$ cat src/rtl/wit_consts.svh
// Constants of the watchdog and interval timer
`ifndef WIT_CONSTS_SVH
`define WIT_CONSTS_SVH
// Register addresses
`define WIT_ADDR_CSR 16'hFF74
`define WIT_ADDR_CNT_RD 16'hFF75
`define WIT_ADDR_RST_WR 16'hFF76
`define WIT_ADDR_RST_RD 16'hFF77
// Upper-byte write keys
`define WIT_KEY_CNT 8'h5A
`define WIT_KEY_CSR 8'hA5
`define WIT_KEY_WCLR 8'hA5
`define WIT_KEY_RESET_ENABLE_BIT 8'h5A
// Timer control/status fields
`define WIT_CSR_OVF 7
`define WIT_CSR_MODE 6
`define WIT_CSR_TME 5
`define WIT_CSR_PSS 4
`define WIT_CSR_RTS 3
`define WIT_CSR_CKS_HI 2
`define WIT_CSR_INIT 8'h00
// Reset control/status fields
`define WIT_RST_WATCHDOG_OVERFLOW_FLAG 7
`define WIT_RST_RESET_ENABLE_BIT 6
`define WIT_RST_RSV 5
`define WIT_RST_ONES 5'h1F
// Counter values
`define WIT_CNT_ZERO 8'h00
`define WIT_CNT_TOP 8'hFF
`define WIT_RD_NONE 8'h00
// Prescaler mask base
`define WIT_PRE_ONE 16'h0001
`define WIT_PRE_TWO 16'h0002
// Cycle counts
`define WIT_RST0_CYC 10'h206
`define WIT_RST1_CYC 10'h204
`define WIT_NMI_CYC 10'h204
`define WIT_LOCK_CYC 8'h84
`endif

$ cat src/rtl/wit_pkg.sv
// Types of the watchdog and interval timer
package wit_pkg;
  // Processor register bus request
  typedef struct packed {
    logic [15:0] addr;
    logic [15:0] wdata;
    logic wr;
    logic word;
    logic rd;
  } wit_bus_req_s;

  // Internal pulse being driven after a watchdog overflow
  typedef enum logic [1:0] {
    WIT_IDLE,
    WIT_RST,
    WIT_NMI
  } wit_pulse_e;
endpackage

$ cat src/rtl/wit_timer.sv
// Watchdog and interval timer with keyed word writes
`timescale 1ns/100ps
`include "wit_consts.svh"

module wit_timer
  import wit_pkg::*;
(
  // Clock and pin reset
  input wire logic i_sys_clk,
  input wire logic i_arst_n,
  // Register bus
  input wire wit_bus_req_s i_bus,
  output logic [7:0] o_bus_rdata,
  // Sub-clock count source
  input wire logic i_sub_clk,
  // Chip reset and interrupt requests
  output logic o_chip_rst,
  output logic o_wdog_nmi,
  output logic o_interval_irq
);

  logic [7:0] cnt_r, cnt_nxt;
  logic [7:0] csr_r, csr_nxt;
  logic watchdog_overflow_flag_r, watchdog_overflow_flag_nxt;
  logic reset_enable_bit_r, reset_enable_bit_nxt;
  logic rsv_r, rsv_nxt;
  logic [7:0] pre_r, pre_nxt;
  logic sub_s1_r, sub_s2_r, sub_s3_r;
  logic ovf_arm_r, ovf_arm_nxt;
  logic watchdog_overflow_flag_arm_r, watchdog_overflow_flag_arm_nxt;
  logic [7:0] lock_r, lock_nxt;
  logic [9:0] pulse_r, pulse_nxt;
  wit_pulse_e pst_r, pst_nxt;
  logic [7:0] rdata_r, rdata_nxt;
  logic rst_o_r, rst_o_nxt;
  logic nmi_o_r, nmi_o_nxt;
  logic irq_r, irq_nxt;
  logic sub_edge, adv, tick, ovf, wd_ovf, it_ovf;
  logic wr_ok, wr_csr, wr_rst;
  logic [7:0] mask, hi, lo;

  always_comb begin
    cnt_nxt = cnt_r;
    csr_nxt = csr_r;
    watchdog_overflow_flag_nxt = watchdog_overflow_flag_r;
    reset_enable_bit_nxt = reset_enable_bit_r;
    rsv_nxt = rsv_r;
    pre_nxt = pre_r;
    ovf_arm_nxt = ovf_arm_r;
    watchdog_overflow_flag_arm_nxt = watchdog_overflow_flag_arm_r;
    lock_nxt = lock_r;
    pulse_nxt = pulse_r;
    pst_nxt = pst_r;
    rdata_nxt = rdata_r;
    hi = i_bus.wdata[15:8];
    lo = i_bus.wdata[7:0];
    // Prescaler advances on sys clock or on a sub-clock edge
    sub_edge = sub_s2_r & ~sub_s3_r;
    adv = csr_r[`WIT_CSR_PSS] ? sub_edge : 1'b1;
    mask = 8'((`WIT_PRE_TWO << csr_r[`WIT_CSR_CKS_HI:0]) - `WIT_PRE_ONE);
    tick = csr_r[`WIT_CSR_TME] & adv & ((pre_r & mask) == mask);
    if (adv) begin
      pre_nxt = pre_r + 8'h01;
    end
    if (tick) begin
      cnt_nxt = cnt_r + 8'h01;
    end
    ovf = tick & (cnt_r == `WIT_CNT_TOP);
    wd_ovf = ovf & csr_r[`WIT_CSR_MODE];
    it_ovf = ovf & ~csr_r[`WIT_CSR_MODE];
    if (lock_r != `WIT_CNT_ZERO) begin
      lock_nxt = lock_r - 8'h01;
    end
    // Byte writes and writes during lockout are dropped
    wr_ok = i_bus.wr & i_bus.word & (lock_r == `WIT_CNT_ZERO);
    wr_csr = wr_ok & (i_bus.addr == `WIT_ADDR_CSR);
    wr_rst = wr_ok & (i_bus.addr == `WIT_ADDR_RST_WR);
    if (wr_csr && hi == `WIT_KEY_CNT) begin
      cnt_nxt = lo;
    end
    if (wr_csr && hi == `WIT_KEY_CSR) begin
      csr_nxt[`WIT_CSR_MODE:0] = lo[`WIT_CSR_MODE:0];
      if (ovf_arm_r && !lo[`WIT_CSR_OVF]) begin
        csr_nxt[`WIT_CSR_OVF] = 1'b0;
        ovf_arm_nxt = 1'b0;
      end
    end
    if (wr_rst && hi == `WIT_KEY_WCLR) begin
      if (watchdog_overflow_flag_arm_r && !lo[`WIT_RST_WATCHDOG_OVERFLOW_FLAG]) begin
        watchdog_overflow_flag_nxt = 1'b0;
        watchdog_overflow_flag_arm_nxt = 1'b0;
      end
    end
    if (wr_rst && hi == `WIT_KEY_RESET_ENABLE_BIT) begin
      reset_enable_bit_nxt = lo[`WIT_RST_RESET_ENABLE_BIT];
      rsv_nxt = lo[`WIT_RST_RSV];
    end
    // Byte reads; a read of a set flag arms its clear, except a watchdog flag read during lockout
    if (i_bus.rd) begin
      case (i_bus.addr)
        `WIT_ADDR_CSR: begin
          rdata_nxt = csr_r;
          if (csr_r[`WIT_CSR_OVF]) begin
            ovf_arm_nxt = 1'b1;
          end
        end
        `WIT_ADDR_CNT_RD: begin
          rdata_nxt = cnt_r;
        end
        `WIT_ADDR_RST_RD: begin
          rdata_nxt = {watchdog_overflow_flag_r, reset_enable_bit_r, rsv_r, `WIT_RST_ONES};
          // Watchdog flag reads during lockout are not acknowledged
          if (watchdog_overflow_flag_r && lock_r == `WIT_CNT_ZERO) begin
            watchdog_overflow_flag_arm_nxt = 1'b1;
          end
        end
        default: begin
          rdata_nxt = `WIT_RD_NONE;
        end
      endcase
    end
    // Overflow wins over any clear in the same cycle
    if (it_ovf) begin
      csr_nxt[`WIT_CSR_OVF] = 1'b1;
      ovf_arm_nxt = 1'b0;
      lock_nxt = `WIT_LOCK_CYC;
    end
    if (wd_ovf) begin
      watchdog_overflow_flag_nxt = 1'b1;
      watchdog_overflow_flag_arm_nxt = 1'b0;
      cnt_nxt = `WIT_CNT_ZERO;
      csr_nxt = `WIT_CSR_INIT;
      ovf_arm_nxt = 1'b0;
      lock_nxt = `WIT_LOCK_CYC;
      if (reset_enable_bit_r) begin
        pst_nxt = WIT_RST;
        pulse_nxt = `WIT_RST0_CYC;
      end else if (csr_r[`WIT_CSR_RTS]) begin
        pst_nxt = WIT_RST;
        pulse_nxt = `WIT_RST1_CYC;
      end else begin
        pst_nxt = WIT_NMI;
        pulse_nxt = `WIT_NMI_CYC;
      end
    end else begin
      case (pst_r)
        WIT_IDLE: begin
          pulse_nxt = 10'h000;
        end
        WIT_RST, WIT_NMI: begin
          pulse_nxt = pulse_r - 10'h001;
          if (pulse_r == 10'h001) begin
            pst_nxt = WIT_IDLE;
          end
        end
        default: begin
          pst_nxt = WIT_IDLE;
          pulse_nxt = 10'h000;
        end
      endcase
    end
    // Chip reset is an output only; it does not reach the reset of the timer's own flops
    rst_o_nxt = (pst_nxt == WIT_RST) & (pulse_nxt != 10'h000);
    nmi_o_nxt = (pst_nxt == WIT_NMI) & (pulse_nxt != 10'h000);
    // Request follows the flag level until software clears it
    irq_nxt = csr_nxt[`WIT_CSR_OVF];
  end

  // Only the pin reset reaches these flops; our own pulse does not
  always_ff @(posedge i_sys_clk or negedge i_arst_n) begin
    if (!i_arst_n) begin
      cnt_r <= `WIT_CNT_ZERO;
      csr_r <= `WIT_CSR_INIT;
      watchdog_overflow_flag_r <= 1'b0;
      reset_enable_bit_r <= 1'b0;
      rsv_r <= 1'b0;
      pre_r <= 8'h00;
      sub_s1_r <= 1'b0;
      sub_s2_r <= 1'b0;
      sub_s3_r <= 1'b0;
      ovf_arm_r <= 1'b0;
      watchdog_overflow_flag_arm_r <= 1'b0;
      lock_r <= `WIT_CNT_ZERO;
      pulse_r <= 10'h000;
      pst_r <= WIT_IDLE;
      rdata_r <= `WIT_RD_NONE;
      rst_o_r <= 1'b0;
      nmi_o_r <= 1'b0;
      irq_r <= 1'b0;
    end else begin
      cnt_r <= cnt_nxt;
      csr_r <= csr_nxt;
      watchdog_overflow_flag_r <= watchdog_overflow_flag_nxt;
      reset_enable_bit_r <= reset_enable_bit_nxt;
      rsv_r <= rsv_nxt;
      pre_r <= pre_nxt;
      sub_s1_r <= i_sub_clk;
      sub_s2_r <= sub_s1_r;
      sub_s3_r <= sub_s2_r;
      ovf_arm_r <= ovf_arm_nxt;
      watchdog_overflow_flag_arm_r <= watchdog_overflow_flag_arm_nxt;
      lock_r <= lock_nxt;
      pulse_r <= pulse_nxt;
      pst_r <= pst_nxt;
      rdata_r <= rdata_nxt;
      rst_o_r <= rst_o_nxt;
      nmi_o_r <= nmi_o_nxt;
      irq_r <= irq_nxt;
    end
  end

  assign o_bus_rdata = rdata_r;
  assign o_chip_rst = rst_o_r;
  assign o_wdog_nmi = nmi_o_r;
  assign o_interval_irq = irq_r;

  // Length of the current reset pulse, read only by checks
  logic [9:0] hi_len_r;
  always_ff @(posedge i_sys_clk or negedge i_arst_n) begin
    if (!i_arst_n) begin
      hi_len_r <= 10'h000;
    end else begin
      hi_len_r <= rst_o_r ? hi_len_r + 10'h001 : 10'h000;
    end
  end
endmodule

$ cat config.mk
export PLATFORM = sky130hd
export DESIGN_NAME = wit_timer
export DESIGN_NICKNAME = d
export VERILOG_FILES = /design/src/rtl/wit_pkg.sv /design/src/rtl/wit_timer.sv
export VERILOG_INCLUDE_DIRS = /design/src /design/src/rtl
export SDC_FILE = /design/constraint.sdc
export NUM_CORES = 1
export LEC_CHECK = 0
export BUFFER_PORTS_ARGS = -buffer_cell sky130_fd_sc_hd__clkbuf_2
export CORE_MARGIN = 2
export CORE_UTILIZATION = 40
export DETAILED_ROUTE_END_ITERATION = 10
export MAX_ROUTING_LAYER = met4
export PLACE_DENSITY = 0.57
export REMOVE_ABC_BUFFERS = 1
export SYNTH_ARGS = -nofsm -noshare
export SYNTH_HDL_FRONTEND = slang
export SYNTH_SLANG_ARGS = --single-unit
export TNS_END_PERCENT = 5
$ cat constraint.sdc
create_clock -name i_sys_clk -period 2.9 [get_ports i_sys_clk]
set_input_delay 0.29 -clock i_sys_clk [delete_from_list [all_inputs] [get_ports i_sys_clk]]
set_output_delay 0.29 -clock i_sys_clk [all_outputs]
set_load 0.01 [all_outputs]
==> impl_metrics.py <==
metrics = {
    "status": {
        "outcome": "finished, final reports clean",
    },
    "sta": {
        "max_freq_ghz": 0.4134,
        "slew_headroom": 0.3672,
        "setup_viol": 0,
        "timing.final.hold_violations": 0,
        "fin_tns_setup_ps": 0,
        "fin_crit_sh": 0.8341,
        "clock_skew_ps": 9.189,
        "period_needed_ps": 2419,
        "rsz0062_at_grt": "no",
        "fin_hold_ws_ps": 53.54,
        "maxSlewViolCount": 0,
        "worstMarginPinSlew_ps": 949.1,
    },
    "logic_synthesis": {
        "ys_types": 56,
        "ys_top_cells_by_area": "dfrtp_1, nand2_1, a21oi_1",
        "ys_warn_count": 0,
        "netlist_instances": 350,
        "ys_ff_latch": 62,
        "yosysMostFrequentCell": "dfrtp_1",
        "ys.flop_type": "dfrtp_1",
        "syn_area_per_cell_um2": 9.420,
        "synth_area_mm2": 0.003297,
        "ys_seq_area_frac": 0.4706,
        "synth_edf_count": 0,
        "synth.largest_area_cell": "dfrtp_1",
        "async_reset_ff_frac": 1.000,
        "yosys.area.top_type_share": 0.4706,
        "synth_common_cells": "dfrtp_1, nand2_1, nor2_1, a21oi_1, o21ai_0",
    },
    "min_path": {
        "whs_path_depth": 1,
        "min_path_type": "in2reg",
    },
    "global_routing": {
        "grt_use_total": 0.1900,
        "grt_pass1_vias": 2636,
        "antenna_found_initial": 0,
        "grt_max_degree": 39,
        "grt_pass1_wl_mm": 12.74,
        "overflow": 0,
    },
    "drt": {
        "wl_mm": 7.555,
        "dr.first_iter.drc_count": 130,
        "vias": 2726,
        "via_per_inst": 5.273,
        "firstDrtPassIters": 4,
        "drt.antenna.violating_nets": 0,
        "drcViolationCount": 0,
        "wl_per_cell_um": 14.61,
    },
    "setup_path": {
        "cp_slowest_cell": "or4_1",
        "worstSetupPathType": "reg2reg",
        "cp-start-kind": "register",
        "critPathArrivalTime_ps": 2640,
        "worstPathCellList": "nor4_1 -> nand3_1 -> or4_1 -> and3_4 -> a21oi_2 -> o21ai_1",
        "reg2reg_depth": 6,
        "cp.required_ps": 3120,
        "max_stage_delay_ps": 750,
        "crit_path_max_fanout": 9,
        "cp-end-kind": "register",
    },
    "power_and_ir_drop": {
        "p_leak_nw": 1.766,
        "p_total_mw": 1.716,
        "cellPowerDensity_mw_per_mm2": 442.7,
        "ir_worst_vdd_v": 0.0002655,
    },
    "clock_tree": {
        "cts.sinks": 62,
        "post_cts_buffers": 0,
        "cts_resized": 0,
        "cts-buffers-inserted": 9,
        "h-tree-depth": 3,
        "cts_tree": "built",
        "path_clk_slew_ps": 70,
        "cts_hold_buf": 0,
        "root_buffer": "clkbuf_8",
        "clk_latency_ps": 340,
        "cts.path.max_buffers": 2,
    },
    "floorplanning": {
        "start_util": 0.4074,
        "fp-row-count": 33,
        "die_area_mm2": 0.008984,
        "fp.dieH_um": 94.79,
        "die_w_um": 94.79,
        "coreArea_mm2": 0.008093,
        "ios": 49,
    },
    "placement": {
        "routabilityCongestion": 0.7737,
        "placed_area_mm2": 0.003676,
        "io_buffer_count": 48,
        "hpwl_mm": 5.604,
    },
    "layout": {
        "drive_gt1_frac": 0.2063,
        "antenna-diode-count": 0,
        "area_delta_synth_final_pct": 17.53,
        "layout.nets": 453,
        "design_area_mm2": 0.003875,
    },
    "job": {
        "maxCapViolCount": 0,
    },
}
through the flow:
| step | worst slack, ps | util | cells |
|---|---|---|---|
| CTS | 449.5 | 0.4788 | 517 |
| floorplan | 757.1 | - | 341 |
| global route | 296.5 | 0.4788 | 517 |
| detailed placement | 470.8 | 0.4542 | 501 |
| global placement | 539.4 | 0.4542 | 501 |
| finish | 481.2 | 0.4788 | 517 |
placed cells by master (no fill, tap or decap), types with 5 or more instances in the layout:
cell type / instances
nand2b_1: 5
o22ai_1: 8
dfrtp_1: 62
mux2i_1: 6
nand3_1: 11
xnor2_1: 12
o21a_1: 6
buf_4: 7
a21oi_1: 26
clkbuf_2: 48
xor2_1: 9
nand4_1: 9
inv_1: 17
nand2_1: 43
nor2_1: 33
ha_1: 8
o21ai_0: 21
clkbuf_8: 10
report_power, final:
group / internal (mW) / switching (mW) / leakage (nW)
Clock: 0.417 / 0.355 / 0.102
Sequential: 0.867 / 0.00109 / 0.824
Combinational: 0.0316 / 0.0438 / 0.840
Total: 1.32 / 0.400 / 1.77
worst paths after layout:
path / start / endpoint / slack, ps
worst min-delay path: i_sub_clk / sub_s1_r / 50
max in group asynchronous: i_arst_n / csr_r[5] / 2030
worst max-delay path: lock_r[3] / cnt_r[1] / 480
worst max register to register: lock_r[3] / cnt_r[1] / 480
min in group asynchronous: i_arst_n / lock_r[6] / 90
worst min register to register: sub_s1_r / sub_s2_r / 370
registers in the layout, indices dropped and copies added (netlist names), 2 cells and up:
name,count
pre_r,8
pst_r,2
lock_r,8
o_bus_rdata,8
csr_r,8
cnt_r,8
pulse_r,10
final cells by class:
type / count / area [µm²]
clock buffer: 10 / 137.6
fill: 830 / 4218
sequential: 62 / 1551
clock inverter: 6 / 61.31
tap: 105 / 131.4
timing repair buffer: 55 / 292.8
multi-input combinational: 262 / 1637
inverter: 17 / 63.81
critical path: cells and delay by family (launching register included):
kind / cells / cell delay, ps
compound gates: 2 / 180
flops: 1 / 420
simple gates: 4 / 1700
routing by layer:
| layer | routed length (µm) | vias to the layer above | track usage |
|---|---|---|---|
| li1 | - | 1359 | - |
| met1 | 3703 | 1318 | 0.2563 |
| met2 | 3534 | 42 | 0.2896 |
| met3 | 213 | 7 | 0.03352 |
| met4 | 103 | 0 | 0.06522 |
| met5 | 0 | - | - |
cells by family after synthesis:
logic type      share of synthesized area
simple gates                       0.2144
compound gates                     0.1674
flops                              0.4706
buf+inv                           0.03301
xor+xnor                          0.05579
mux                               0.02846
fa+ha+maj                         0.03036
No activity file was read; power rests on OpenSTA's default activity.
